**src/hw/fbo_pkg.sv**
```systemverilog
// Package with constants, types and timing for the flash bus host controller
// Notes on behaviour
// - To read, drive chip select and output enable low, write strobe high.
// - To write a command, drive write strobe and chip select low, output enable high.
// - During program or erase, reads return status bits; host may poll them.
// - After standby the host waits full chip-select access time before data valid.
// - After reset release the host waits the release-to-read interval.
// - Host should reissue a program or erase interrupted by a hardware reset.
package fbo_pkg;
    localparam int ADDR_W = 21;
    localparam int DATA_W = 8;
    localparam int CLK_PERIOD_NS = 10;
    // Timing figures in ns; plain defaults
    localparam int MIN_CLEAR_PULSE_NS   = 500;
    localparam int CLEAR_RELEASE_NS     = 50;
    localparam int CE_ACCESS_NS         = 90;
    localparam int WRITE_PULSE_NS       = 45;
    localparam int RECOVERY_NS          = 20;
    localparam int MIN_CLEAR_PULSE_CYC  = (MIN_CLEAR_PULSE_NS + CLK_PERIOD_NS - 1) / CLK_PERIOD_NS;
    localparam int CLEAR_RELEASE_CYC    = (CLEAR_RELEASE_NS + CLK_PERIOD_NS - 1) / CLK_PERIOD_NS;
    localparam int CE_ACCESS_CYC        = (CE_ACCESS_NS + CLK_PERIOD_NS - 1) / CLK_PERIOD_NS;
    localparam int WRITE_PULSE_CYC      = (WRITE_PULSE_NS + CLK_PERIOD_NS - 1) / CLK_PERIOD_NS;
    localparam int RECOVERY_CYC         = (RECOVERY_NS + CLK_PERIOD_NS - 1) / CLK_PERIOD_NS;
    localparam int CNT_W = 8;
    localparam int REISSUE_DEPTH = 4;
    typedef enum logic [2:0] {
        FBO_IDLE    = 3'b000,
        FBO_READ    = 3'b001,
        FBO_WRITE   = 3'b010,
        FBO_RECOVER = 3'b011,
        FBO_CLEAR   = 3'b100,
        FBO_RELEASE = 3'b101
    } fbo_state_e;
endpackage

```
**src/hw/fbo_if.sv**
```systemverilog
// Interface between the controller and its command history memory
`timescale 1ns/1ps
interface fbo_hist_if;
    logic                                     wr_en;
    logic [1:0]                               wr_idx;
    logic [fbo_pkg::ADDR_W+fbo_pkg::DATA_W-1:0] wr_data;
    logic [1:0]                               rd_idx;
    logic [fbo_pkg::ADDR_W+fbo_pkg::DATA_W-1:0] rd_data;
    modport ctrl (output wr_en, output wr_idx, output wr_data, output rd_idx, input rd_data);
    modport mem  (input wr_en, input wr_idx, input wr_data, input rd_idx, output rd_data);
endinterface

```
**src/hw/fbo_hist_mem.sv**
```systemverilog
// Small memory holding the last write cycles of a command sequence
`timescale 1ns/1ps
module fbo_hist_mem (
    input wire logic sys_clk,
    fbo_hist_if.mem  hist
);
    logic [fbo_pkg::ADDR_W+fbo_pkg::DATA_W-1:0] mem_q [fbo_pkg::REISSUE_DEPTH];
    always_ff @(posedge sys_clk) begin
        if (hist.wr_en) begin
            mem_q[hist.wr_idx] <= hist.wr_data;
        end
    end
    always_ff @(posedge sys_clk) begin
        hist.rd_data <= mem_q[hist.rd_idx];
    end
endmodule

```
**src/hw/fbo_host.sv**
```systemverilog
// Host controller that drives the flash bus pins
`timescale 1ns/1ps
module fbo_host (
    input  wire logic                        sys_clk,
    input  wire logic                        nrst,
    input  wire logic                        req_valid,
    input  wire logic                        req_write,
    input  wire logic                        req_last,
    input  wire logic [fbo_pkg::ADDR_W-1:0]  req_addr,
    input  wire logic [fbo_pkg::DATA_W-1:0]  req_wdata,
    input  wire logic                        clear_req,
    input  wire logic                        reissue_req,
    output logic                             req_ready,
    output logic                             rsp_valid,
    output logic [fbo_pkg::DATA_W-1:0]       rsp_rdata,
    output logic                             was_busy_at_clear,
    output logic                             flash_busy,
    output logic [fbo_pkg::ADDR_W-1:0]       address_lines,
    output logic [fbo_pkg::DATA_W-1:0]       data_lines_o,
    output logic                             data_lines_oe,
    input  wire logic [fbo_pkg::DATA_W-1:0]  data_lines_i,
    output logic                             chip_sel_n,
    output logic                             out_en_n,
    output logic                             write_en_n,
    output logic                             clear_n,
    input  wire logic                        operation_pending_n
);
    // --------------------------------------------------------------
    // State and counters
    // --------------------------------------------------------------
    fbo_pkg::fbo_state_e       state_q;
    logic [fbo_pkg::CNT_W-1:0] cnt_q;
    logic [1:0]                hist_cnt_q;
    logic [1:0]                replay_idx_q;
    logic [1:0]                replay_left_q;
    logic                      replay_q;
    logic                      replay_wait_q;
    logic                      seq_open_q;
    fbo_hist_if                hist ();

    fbo_hist_mem u_hist (
        .sys_clk (sys_clk),
        .hist    (hist)
    );

    wire logic       host_go   = req_valid && req_ready && !replay_q;
    wire logic       replay_go = replay_q && !replay_wait_q && state_q == fbo_pkg::FBO_IDLE;

    assign hist.wr_en   = host_go && req_write;
    assign hist.wr_idx  = seq_open_q ? hist_cnt_q : 2'h0;
    assign hist.wr_data = {req_addr, req_wdata};
    assign hist.rd_idx  = replay_idx_q;

    // --------------------------------------------------------------
    // Bus state machine
    // --------------------------------------------------------------
    always_ff @(posedge sys_clk) begin
        if (!nrst) begin
            state_q <= fbo_pkg::FBO_IDLE;
            cnt_q   <= 8'h00;
        end else begin
            case (state_q)
                fbo_pkg::FBO_IDLE: begin
                    if (clear_req) begin
                        state_q <= fbo_pkg::FBO_CLEAR;
                        cnt_q   <= 8'(fbo_pkg::MIN_CLEAR_PULSE_CYC - 1);
                    end else if (replay_go || (host_go && req_write)) begin
                        state_q <= fbo_pkg::FBO_WRITE;
                        cnt_q   <= 8'(fbo_pkg::WRITE_PULSE_CYC - 1);
                    end else if (host_go) begin
                        state_q <= fbo_pkg::FBO_READ;
                        cnt_q   <= 8'(fbo_pkg::CE_ACCESS_CYC - 1);
                    end
                end
                fbo_pkg::FBO_READ, fbo_pkg::FBO_WRITE: begin
                    if (cnt_q == 8'h00) begin
                        state_q <= fbo_pkg::FBO_RECOVER;
                        cnt_q   <= 8'(fbo_pkg::RECOVERY_CYC - 1);
                    end else begin
                        cnt_q <= cnt_q - 8'h01;
                    end
                end
                fbo_pkg::FBO_RECOVER: begin
                    if (cnt_q == 8'h00) begin
                        state_q <= fbo_pkg::FBO_IDLE;
                    end else begin
                        cnt_q <= cnt_q - 8'h01;
                    end
                end
                fbo_pkg::FBO_CLEAR: begin
                    if (cnt_q == 8'h00) begin
                        state_q <= fbo_pkg::FBO_RELEASE;
                        cnt_q   <= 8'(fbo_pkg::CLEAR_RELEASE_CYC - 1);
                    end else begin
                        cnt_q <= cnt_q - 8'h01;
                    end
                end
                fbo_pkg::FBO_RELEASE: begin
                    if (cnt_q == 8'h00 && operation_pending_n) begin
                        state_q <= fbo_pkg::FBO_IDLE;
                    end else if (cnt_q != 8'h00) begin
                        cnt_q <= cnt_q - 8'h01;
                    end
                end
                default: begin
                    state_q <= fbo_pkg::FBO_IDLE;
                end
            endcase
        end
    end

    // --------------------------------------------------------------
    // Pin drive
    // --------------------------------------------------------------
    always_ff @(posedge sys_clk) begin
        if (!nrst) begin
            chip_sel_n    <= 1'b1;
            out_en_n      <= 1'b1;
            write_en_n    <= 1'b1;
            clear_n       <= 1'b1;
            data_lines_oe <= 1'b0;
            data_lines_o  <= 8'h00;
            address_lines <= 21'h000000;
        end else begin
            if (state_q == fbo_pkg::FBO_IDLE && clear_req) begin
                clear_n       <= 1'b0;
                chip_sel_n    <= 1'b1;
                out_en_n      <= 1'b1;
                write_en_n    <= 1'b1;
                data_lines_oe <= 1'b0;
            end else if (state_q == fbo_pkg::FBO_IDLE && replay_go) begin
                chip_sel_n    <= 1'b0;
                out_en_n      <= 1'b1;
                write_en_n    <= 1'b0;
                data_lines_oe <= 1'b1;
                address_lines <= hist.rd_data[fbo_pkg::ADDR_W+fbo_pkg::DATA_W-1:fbo_pkg::DATA_W];
                data_lines_o  <= hist.rd_data[fbo_pkg::DATA_W-1:0];
            end else if (state_q == fbo_pkg::FBO_IDLE && host_go) begin
                chip_sel_n    <= 1'b0;
                address_lines <= req_addr;
                if (req_write) begin
                    out_en_n      <= 1'b1;
                    write_en_n    <= 1'b0;
                    data_lines_oe <= 1'b1;
                    data_lines_o  <= req_wdata;
                end else begin
                    out_en_n      <= 1'b0;
                    write_en_n    <= 1'b1;
                    data_lines_oe <= 1'b0;
                end
            end else if ((state_q == fbo_pkg::FBO_READ || state_q == fbo_pkg::FBO_WRITE)
                         && cnt_q == 8'h00) begin
                chip_sel_n    <= 1'b1;
                out_en_n      <= 1'b1;
                write_en_n    <= 1'b1;
            end else if (state_q == fbo_pkg::FBO_RECOVER) begin
                data_lines_oe <= 1'b0;
            end else if (state_q == fbo_pkg::FBO_CLEAR && cnt_q == 8'h00) begin
                clear_n <= 1'b1;
            end
        end
    end

    // --------------------------------------------------------------
    // Read capture and status
    // --------------------------------------------------------------
    always_ff @(posedge sys_clk) begin
        if (!nrst) begin
            rsp_valid <= 1'b0;
            rsp_rdata <= 8'h00;
        end else begin
            rsp_valid <= state_q == fbo_pkg::FBO_READ && cnt_q == 8'h00;
            if (state_q == fbo_pkg::FBO_READ && cnt_q == 8'h00) begin
                rsp_rdata <= data_lines_i;
            end
        end
    end

    always_ff @(posedge sys_clk) begin
        if (!nrst) begin
            req_ready         <= 1'b0;
            flash_busy        <= 1'b0;
            was_busy_at_clear <= 1'b0;
        end else begin
            req_ready  <= state_q == fbo_pkg::FBO_IDLE && !host_go && !replay_go
                          && !clear_req && !replay_q;
            flash_busy <= !operation_pending_n;
            if (state_q == fbo_pkg::FBO_IDLE && clear_req) begin
                was_busy_at_clear <= !operation_pending_n;
            end
        end
    end

    // --------------------------------------------------------------
    // Sequence history and reissue after clear
    // --------------------------------------------------------------
    always_ff @(posedge sys_clk) begin
        if (!nrst) begin
            seq_open_q <= 1'b0;
            hist_cnt_q <= 2'h0;
        end else if (host_go && req_write) begin
            seq_open_q <= !req_last;
            hist_cnt_q <= (seq_open_q ? hist_cnt_q : 2'h0) + 2'h1;
        end
    end

    always_ff @(posedge sys_clk) begin
        if (!nrst) begin
            replay_q      <= 1'b0;
            replay_wait_q <= 1'b0;
            replay_idx_q  <= 2'h0;
            replay_left_q <= 2'h0;
        end else if (!replay_q) begin
            replay_wait_q <= 1'b1;
            replay_idx_q  <= 2'h0;
            if (reissue_req && state_q == fbo_pkg::FBO_IDLE && !clear_req
                && !req_valid && !seq_open_q && hist_cnt_q != 2'h0) begin
                replay_q      <= 1'b1;
                replay_left_q <= hist_cnt_q - 2'h1;
            end
        end else if (replay_go) begin
            replay_wait_q <= 1'b1;
            replay_idx_q  <= replay_idx_q + 2'h1;
            replay_left_q <= replay_left_q - 2'h1;
            if (replay_left_q == 2'h0) begin
                replay_q <= 1'b0;
            end
        end else if (state_q == fbo_pkg::FBO_IDLE) begin
            replay_wait_q <= 1'b0;
        end
    end
endmodule

```
**config.mk**
```make
export PLATFORM = sky130hd
export DESIGN_NAME = fbo_host
export DESIGN_NICKNAME = d
export VERILOG_FILES = /design/src/hw/fbo_pkg.sv /design/src/hw/fbo_if.sv /design/src/hw/fbo_hist_mem.sv /design/src/hw/fbo_host.sv
export SDC_FILE = /design/constraint.sdc
export NUM_CORES = 1
export LEC_CHECK = 0
export BUFFER_PORTS_ARGS = -buffer_cell sky130_fd_sc_hd__buf_2
export CELL_PAD_IN_SITES_DETAIL_PLACEMENT = 1
export CELL_PAD_IN_SITES_GLOBAL_PLACEMENT = 1
export CORE_ASPECT_RATIO = 2
export CORE_MARGIN = 1
export CORE_UTILIZATION = 51
export CTS_CLUSTER_DIAMETER = 150
export CTS_CLUSTER_SIZE = 14
export DETAILED_ROUTE_END_ITERATION = 8
export GPL_ROUTABILITY_DRIVEN = 0
export PLACE_DENSITY_LB_ADDON = 0.1
export SLEW_MARGIN = 15
export SYNTH_ARGS = -nofsm -noshare
export SYNTH_HDL_FRONTEND = slang
export SYNTH_HIERARCHICAL = 1
export SYNTH_SLANG_ARGS = --single-unit
```
**constraint.sdc**
```tcl
create_clock -name sys_clk -period 9 [get_ports sys_clk]
set_input_delay 1.35 -clock sys_clk [delete_from_list [all_inputs] [get_ports sys_clk]]
set_output_delay 1.35 -clock sys_clk [all_outputs]
set_load 0.005 [all_outputs]
```
==> results of run 1 <==
==> area by class of cell <==
type | count | area (µm²)
fill | 1510 | 6160
inverter | 8 | 30.0
timing repair buffer | 97 | 503
tap | 198 | 248
clock inverter | 2 | 25.0
sequential | 211 | 5390
clock buffer | 30 | 517
multi-input combinational | 325 | 2420
==> cell families after synthesis <==
| logic type | after synthesis | synth area share [%] |
|---|---|---|
| buf+inv | 43 | 2.71 |
| xor+xnor | 6 | 0.655 |
| compound gates | 94 | 8.88 |
| fa+ha+maj | 3 | 0.437 |
| mux | 38 | 9.31 |
| simple gates | 184 | 10.9 |
| flops | 211 | 67.1 |
==> worst min path at each step <==
stage,startpoint,end,slack (ns),cells after the start
floorplan,cnt_q[6]$_SDFFE_PN0P_,cnt_q[6]$_SDFFE_PN0P_,0.44,1
global placement,u_hist/hist.rd_data[9]$_DFF_P_,address_lines[1]$_SDFFE_PN0P_,0.44,2
detailed placement,u_hist/hist.rd_data[8]$_DFF_P_,address_lines[0]$_SDFFE_PN0P_,0.46,2
CTS,u_hist/hist.rd_data[0]$_DFF_P_,data_lines_o[0]$_SDFFE_PN0P_,0.47,2
global route,u_hist/hist.rd_data[0]$_DFF_P_,data_lines_o[0]$_SDFFE_PN0P_,0.49,2
finish,u_hist/hist.rd_data[0]$_DFF_P_,data_lines_o[0]$_SDFFE_PN0P_,0.47,2
==> layer usage <==
layer / up-vias / routed length [µm] / GRT usage [%]
met5: - / 0 / 0
met4: 0 / 674 / 10.3
met3: 41 / 509 / 2.66
met2: 100 / 11000 / 48.0
met1: 2630 / 6710 / 24.4
li1: 2328 / - / -
==> power by group <==
part,leakage [nW],internal (mW),switching [mW]
logic,1.20,0.184,0.277
registers,1.83,1.07,0.0689
clock network,0.259,0.398,0.337
total,3.29,1.65,0.683
==> cell usage in the layout, fill, tap and decap left out, types with 3 or more instances in the layout <==
cell / count
edfxtp_1: 116
dfxtp_1: 94
buf_2: 90
nand2_1: 74
nor2_1: 58
a311oi_1: 29
mux4_2: 28
a21oi_1: 19
clkbuf_16: 19
clkbuf_1: 11
mux2i_1: 9
nand3_1: 8
o21ai_0: 8
a31oi_1: 7
buf_4: 7
inv_1: 6
and2_1: 6
nor3_1: 6
xnor2_1: 5
a211oi_1: 4
nand2b_1: 4
and3b_1: 3
nor2b_1: 3
o221a_2: 3
o211ai_1: 3
==> tightest hold or removal path, stage by stage (launching register included) <==
cell      delay, ns
dfxtp_1        0.30
nand2_1        0.05
a311oi_1       0.08
==> registers in the layout, summed over array words and instances, names as in the netlist <==
signal and count:
u_hist/mem_q 116, u_hist/hist.rd_data 29, address_lines 21, cnt_q 8
data_lines_o 8, rsp_rdata 8, state_q 3, hist.rd_idx 2
hist_cnt_q 2, replay_left_q 2, chip_sel_n 1, clear_n 1
data_lines_oe 1, flash_busy 1, out_en_n 1, replay_q 1
replay_wait_q 1, req_ready 1, rsp_valid 1, seq_open_q 1
was_busy_at_clear 1, write_en_n 1
==> cell usage after synthesis, types with 7 or more instances <==
library cell	number
dfxtp_1	95
mux2i_1	9
nand3_1	8
buf_2	14
clkbuf_1	12
a311oi_1	29
edfxtp_1	116
nand2_1	74
nor2_1	58
a31oi_1	7
mux4_2	28
a21oi_1	19
o21ai_0	8
==> metrics by stage <==
stage          setup WS, ns  instance area, µm²  utilization [%]
2_1_floorplan          4.47                8020                -
3_3_place_gp           5.87                8590             56.2
3_5_place_dp           5.55                8590             56.2
4_1_cts                5.81                9130             59.7
5_1_grt                5.57                9130             59.7
6_report               5.84                9130             59.7
==> flow_summary.json, run 1 <==
{
  "outcome": "finished, final reports clean",
  "grt-ovfl-total": 0,
  "fin_cells": 871,
  "track_usage_pct": 23.9,
  "post_cts_resize_count": 0,
  "start_util_pct": 52.4,
  "die_w_um": 90.7,
  "critical_path_required_ns": 9.37,
  "setup_violations": 0,
  "area_growth_pct": 13.9,
  "rr_startpoint": "state_q[2]$_SDFFE_PN0P_",
  "avgViaCountPerCell": 5.85,
  "critPathSlowestCell": "a21oi_4",
  "grt_pass1_vias": 5659,
  "htree_levels": 1,
  "ant_nets": 0,
  "synth.distinct_cells": 66,
  "synth_edf_count": 116,
  "yosysWarnings": 6,
  "antenna_found_initial": 0,
  "drc_errors": 0,
  "post_cts_buffers": 0,
  "hold_ws_ns": 0.465,
  "critPathMaxFanout": 42,
  "synthesis.instances": 579,
  "worst_slew_pin_slew_ns": 1.14,
  "r2r_cells": 5,
  "slowest_delay_ns": 1.00,
  "avgRoutedWirePerCell_um": 21.6,
  "hold_buffers": 0,
  "grt_pass1_wl_mm": 29.7,
  "clkLatencyLatePin_ns": 0.49,
  "power_mw": 2.34,
  "core_um2": 15300,
  "cts_tree": "built",
  "max_freq_ghz": 0.316,
  "reg2reg_to": "address_lines[14]$_SDFFE_PN0P_",
  "arrival_ns": 3.53,
  "vdd_drop_max_mv": 0.178,
  "min_period_ns": 3.16,
  "critPathLaunchType": "register",
  "cts_sinks": 211,
  "hold_viol": 0,
  "power_density_nw_per_um2": 256,
  "cp_top_family": "compound AO/OA/AOI/OAI gates",
  "vias": 5099,
  "post-dp-hpwl_mm": 12.3,
  "synthArstFlopShare_pct": 0,
  "syn_avg_cell_area_um2": 13.9,
  "report.final.slew_viol_count": 0,
  "reg2reg_slack_ns": 5.84,
  "clk_path_buf_depth": 3,
  "num_rows": 64,
  "cp_num_buf_inv": 0,
  "dp_cells": 839,
  "hold_class": "reg2reg",
  "worst-path-stages": 5,
  "dieArea_um2": 16300,
  "die_y_um": 179,
  "critPathCapture": "address_lines[14]$_SDFFE_PN0P_",
  "timing.final.crit_share_pct": 35.1,
  "layout.nets": 709,
  "p_leak_nw": 3.29,
  "portBuffers": 90,
  "cap_violations": 0,
  "synth_area_leaders": "edfxtp_1 (43%), dfxtp_1 (24%), mux4_2 (7.9%)",
  "yosysTopAreaCell": "edfxtp_1",
  "end_kind": "register",
  "rsz0062_at_grt": "no",
  "grt_max_degree": 54,
  "drt_iter0_drc": 189,
  "clock-skew-final_ns": 0.0117,
  "yosysTopAreaCellShare_pct": 43.4,
  "cts_root_buffer": "clkbuf_16",
  "clk_pin_slew_ns": 0.07,
  "slew_headroom_pct": 23.9,
  "synth.cell_area_um2": 8020,
  "synth_flop_cell": "edfxtp_1",
  "wirelength_mm": 18.8,
  "synthesis.nets": 626,
  "drive_above_1_share_pct": 25.3,
  "yosysSeqAreaShare_pct": 67.1,
  "firstDrtPassIters": 4,
  "crit_start": "state_q[2]$_SDFFE_PN0P_",
  "numCtsBuffers": 19,
  "path_cells": "nor3_4, nand2_4, a21oi_4, nor2_1, a311oi_1",
  "diodes": 0,
  "synth_seq_cells": 211,
  "worstSetupPathType": "reg2reg",
  "setup_tns_ns": 0,
  "ios": 91
}
Power figures use the tool's default switching activity.
==> run 2: changes to the inputs <==
--- a/config.mk
+++ b/config.mk
@@ -10,7 +10,7 @@
 export CELL_PAD_IN_SITES_GLOBAL_PLACEMENT = 1
 export CORE_ASPECT_RATIO = 2
 export CORE_MARGIN = 1
-export CORE_UTILIZATION = 51
+export CORE_UTILIZATION = 48
 export CTS_CLUSTER_DIAMETER = 150
 export CTS_CLUSTER_SIZE = 14
 export DETAILED_ROUTE_END_ITERATION = 8
==> constraint.sdc (replaced) <==
create_clock -name sys_clk -period 3.1 [get_ports sys_clk]
set_input_delay 0.465 -clock sys_clk [delete_from_list [all_inputs] [get_ports sys_clk]]
set_output_delay 0.465 -clock sys_clk [all_outputs]
set_load 0.005 [all_outputs]
==> run 2 against run 1 <==
Flip-flop and latch count unchanged. Sequential share of layout area decreased by 0.50 points. Fmax is 28% higher. Non-clock buffer count grew 5. Core utilization decreased by 3.1 points. Total power rose to 2.9 times the previous value. Critical path depth is 1 higher. Final cell count increased by 1.6%. Global-route usage is 1.5 points lower. Critical endpoint is now address_lines[10]$_SDFFE_PN0P_.
==> flow_summary.json, run 2 (synthesized netlist as in run 1, its figures left out) <==
{
  "outcome": "finished, final reports clean",
  "report.final.slew_viol_count": 0,
  "grt_max_degree": 43,
  "setup_violations": 0,
  "timing.final.crit_share_pct": 80.0,
  "max_freq_ghz": 0.403,
  "post_cts_resize_count": 0,
  "grt_pass1_vias": 5495,
  "end_kind": "register",
  "final_cell_mix": "edfxtp_1 (116), dfxtp_1 (94), buf_2 (90), nand2_1 (74), nor2_1 (58)",
  "clk_pin_slew_ns": 0.07,
  "cap_violations": 0,
  "critPathLaunchType": "register",
  "avgViaCountPerCell": 5.68,
  "clkLatencyLatePin_ns": 0.48,
  "grt_pass1_wl_mm": 29.2,
  "clk_path_buf_depth": 3,
  "clock-skew-final_ns": 0.0169,
  "grt-ovfl-total": 0,
  "min_period_ns": 2.48,
  "area_growth_pct": 14.8,
  "cts_root_buffer": "clkbuf_16",
  "arrival_ns": 2.84,
  "power_mw": 6.79,
  "vias": 5031,
  "start_util_pct": 49.3,
  "core_um2": 16300,
  "die_y_um": 185,
  "largest_registers": "u_hist/mem_q (116), u_hist/hist.rd_data (29), address_lines (21)",
  "stdcell_area_um2": 9210,
  "avgRoutedWirePerCell_um": 21.2,
  "fin_cells": 885,
  "largest_reg_flops": 116,
  "post_cts_buffers": 0,
  "final_core_util_pct": 56.6,
  "worstSetupPathType": "reg2reg",
  "worst_slew_pin_slew_ns": 0.787,
  "pre_cts_ws_ns": 0.627,
  "critPathSlowestCell": "dfxtp_1",
  "htree_levels": 1,
  "path_cells": "nor3_4, nand2_4, a21oi_4, buf_4, nor2_1, a311oi_1",
  "drive_above_1_share_pct": 26.2,
  "cts_tree": "built",
  "num_rows": 66,
  "portBuffers": 90,
  "firstDrtPassIters": 4,
  "cts_sinks": 211,
  "cp_top_family": "simple AND/OR/NAND/NOR gates",
  "layout.nets": 714,
  "drt_iter0_drc": 188,
  "dp_cells": 850,
  "place_area_um2": 8660,
  "die_w_um": 93.4,
  "regMostFlops": "u_hist/mem_q",
  "ios": 91,
  "numCtsBuffers": 19,
  "drc_errors": 0,
  "setup_tns_ns": 0,
  "rsz0062_at_grt": "no",
  "power_density_nw_per_um2": 737,
  "post-dp-hpwl_mm": 12.3,
  "hold_ws_ns": 0.163,
  "layout_setup_ws_ns": 0.621,
  "ant_nets": 0,
  "wirelength_mm": 18.7,
  "antenna_found_initial": 1,
  "hold_class": "in2reg",
  "hold_viol": 0,
  "dieArea_um2": 17300,
  "slowest_delay_ns": 0.56,
  "cp_num_buf_inv": 1,
  "critical_path_required_ns": 3.46,
  "p_leak_nw": 3.31,
  "track_usage_pct": 22.4,
  "hold_buffers": 0,
  "slew_headroom_pct": 47.5,
  "critPathMaxFanout": 42,
  "vdd_drop_max_mv": 0.579,
  "layout_commonest_cell": "edfxtp_1"
}
run 2: changes by cell type in the layout (fill, tap and decap cells not counted), sizes merged:
| cell | delta |
|---|---|
| buf | +5 |
| clkbuf | +2 |
| diode | +1 |
run 2: per-layer routing:
metal,GRT usage (%),share of wire (%),vias to the layer above
li1,-,-,2343
met1,23.6,36,2557
met2,45.0,59,107
met3,2.71,3.1,24
met4,6.46,2.1,0
met5,0,0,-
run 2: final timing paths:
path | depth (start not counted) | slack, ns | from | to
hold / removal | 2 | 0.16 | req_last | seq_open_q$_SDFFE_PN0P_
setup / recovery | 6 | 0.62 | state_q[2]$_SDFFE_PN0P_ | address_lines[10]$_SDFFE_PN0P_
hold reg to reg | 2 | 0.46 | u_hist/hist.rd_data[5]$_DFF_P_ | data_lines_o[5]$_SDFFE_PN0P_
setup reg to reg | 6 | 0.62 | state_q[2]$_SDFFE_PN0P_ | address_lines[10]$_SDFFE_PN0P_
run 2: final cells by class:
| class | count | area [µm²] |
|---|---|---|
| Fill cell | 1649 | 7060 |
| Multi-Input combinational cell | 325 | 2430 |
| Clock inverter | 2 | 25.0 |
| Timing Repair Buffer | 102 | 553 |
| Tap cell | 204 | 255 |
| Clock buffer | 32 | 524 |
| Inverter | 8 | 30.0 |
| Antenna cell | 1 | 2.50 |
| Sequential cell | 211 | 5390 |
run 2: power breakdown:
group          switching (mW)  total (mW)  internal, mW
combinational           0.803        1.35         0.549
clock                   0.962        2.13          1.16
sequential              0.204        3.31          3.11
run 2: worst register-to-register path: cells and delay by family, from the launching register on:
| kind | cells | cell delay, ns |
|---|---|---|
| AND/OR/NAND/NOR | 3 | 0.85 |
| flip-flops | 1 | 0.56 |
| AO/OA/AOI/OAI | 2 | 0.54 |
| buffers and inverters | 1 | 0.41 |
==> run 3: changes to the inputs <==
==> constraint.sdc (replaced) <==
create_clock -name sys_clk -period 2.5 [get_ports sys_clk]
set_input_delay 0.375 -clock sys_clk [delete_from_list [all_inputs] [get_ports sys_clk]]
set_output_delay 0.375 -clock sys_clk [all_outputs]
set_load 0.005 [all_outputs]
==> run 3 against run 2 <==
Core utilization increased by 0.62 points. Worst hold slack got worse by 0.088 ns. Sequential share of layout area decreased by 0.62 points. Sequential power increased by 23%. Via count increased by 0.44%. Count of clock-buffer cells in the layout decreased by 1. Critical path type unchanged. Largest cell class unchanged. Critical path depth increased by 1. Design area increased by 1.1%. Combinational power increased by 29%. Flip-flop and latch count unchanged.
==> flow_summary.json, run 3 (synthesized netlist as in run 1, its figures left out) <==
{
  "outcome": "finished, final reports clean",
  "final_cell_mix": "edfxtp_1 (116), dfxtp_1 (93), buf_2 (90), nand2_1 (74), nor2_1 (58)",
  "critical_path_required_ns": 2.92,
  "cts_tree": "built",
  "avgRoutedWirePerCell_um": 20.3,
  "hold_class": "in2reg",
  "wirelength_mm": 18.1,
  "grt_pass1_wl_mm": 29.0,
  "max_freq_ghz": 0.458,
  "arrival_ns": 2.60,
  "grt.busiest_layer": "met2",
  "layout_commonest_cell": "edfxtp_1",
  "clk_pin_slew_ns": 0.07,
  "timing.final.crit_share_pct": 87.4,
  "ios": 91,
  "post_cts_buffers": 0,
  "vdd_drop_max_mv": 0.506,
  "num_rows": 66,
  "hold_viol": 0,
  "avgViaCountPerCell": 5.66,
  "setup_tns_ns": 0,
  "slew_headroom_pct": 44.3,
  "drt_iter0_drc": 150,
  "worst_slew_pin_slew_ns": 0.836,
  "hold_ws_ns": 0.0746,
  "start_util_pct": 49.3,
  "post-dp-hpwl_mm": 12.6,
  "die_y_um": 185,
  "worstSetupPathType": "reg2reg",
  "portBuffers": 90,
  "drive_above_1_share_pct": 27.3,
  "die_w_um": 93.4,
  "antenna_found_initial": 0,
  "regMostFlops": "u_hist/mem_q",
  "use_met1_pct": 23.5,
  "cap_violations": 0,
  "grt_max_degree": 43,
  "post_cts_resize_count": 0,
  "use_met2_pct": 43.4,
  "layout.nets": 723,
  "power_density_nw_per_um2": 909,
  "critPathLaunchType": "register",
  "cts_root_buffer": "clkbuf_16",
  "rsz0062_at_grt": "no",
  "grt-ovfl-total": 0,
  "track_usage_pct": 22.2,
  "clock-skew-final_ns": 0.0131,
  "p_leak_nw": 3.37,
  "drc_errors": 0,
  "dieArea_um2": 17300,
  "core_um2": 16300,
  "htree_levels": 1,
  "grt_pass1_vias": 5610,
  "largest_reg_flops": 116,
  "numCtsBuffers": 19,
  "min_period_ns": 2.18,
  "place_area_um2": 8760,
  "firstDrtPassIters": 4,
  "clkLatencyLatePin_ns": 0.48,
  "vias": 5053,
  "met3_usage_pct": 3.08,
  "largest_registers": "u_hist/mem_q (116), u_hist/hist.rd_data (29), address_lines (21)",
  "cts_sinks": 211,
  "end_kind": "register",
  "area_growth_pct": 16.1,
  "hold_buffers": 0,
  "critPathMaxFanout": 9,
  "report.final.slew_viol_count": 0,
  "ant_nets": 0,
  "clk_path_buf_depth": 3,
  "stdcell_area_um2": 9310,
  "diodes": 0,
  "setup_violations": 0
}
## run 3: cell count changes in the layout (fill, tap and decap cells not counted), sizes merged
| cell | delta |
|---|---|
| buf | +9 |
| clkbuf | -1 |
| diode | -1 |
## run 3: routing by layer
layer  wire length, µm  vias up  part of all wire, %
met1              6570     2557                   36
li1                  -     2362                    -
met2             10400      101                   57
met5                 0        -                    0
met3               596       33                  3.3
met4               516        0                  2.9
## run 3: final cells by class
cell class,instances,area [µm²]
sequential,211,5390
tap,204,255
fill,1609,6960
clock buffer,31,520
timing repair buffer,111,658
multi-input combinational,325,2430
inverter,8,30.0
clock inverter,2,25.0
## run 3: final timing paths
| kind | from | end | slack, ns | cells past startpoint |
|---|---|---|---|---|
| max reg2reg | cnt_q[0]$_SDFFE_PN0P_ | cnt_q[1]$_SDFFE_PN0P_ | 0.32 | 7 |
| min reg2reg | replay_q$_SDFF_PN0_ | req_ready$_SDFF_PN0_ | 0.46 | 1 |
| min | operation_pending_n | flash_busy$_SDFF_PN0_ | 0.07 | 2 |
| max | cnt_q[0]$_SDFFE_PN0P_ | cnt_q[1]$_SDFFE_PN0P_ | 0.32 | 7 |
## run 3: where the power goes
group | leakage, nW | switching (mW) | internal [mW]
combinational | 1.28 | 1.02 | 0.719
clock | 0.260 | 1.21 | 1.44
sequential | 1.83 | 0.224 | 3.86
## run 3: worst max-delay path, cell delays in order, from the launching register on
cell	delay [ns]
dfxtp_1	0.40
inv_1	0.10
ha_1	0.23
nor3b_1	0.16
and2_0	0.29
o21bai_2	0.39
or3b_1	0.39
a21oi_1	0.15
## run 3: through the flow
| step | utilization, % | power, mW | worst slack, ns | std cells |
|---|---|---|---|---|
| after floorplan | - | 5.34 | 0.267 | 579 |
| after global placement | 53.9 | 5.81 | 0.410 | 859 |
| after detailed placement | 53.9 | 5.90 | 0.302 | 859 |
| after CTS | 57.2 | 8.55 | 0.286 | 892 |
| after global routing | 57.2 | 8.90 | 0.0977 | 892 |
| final | 57.2 | 8.46 | 0.316 | 892 |
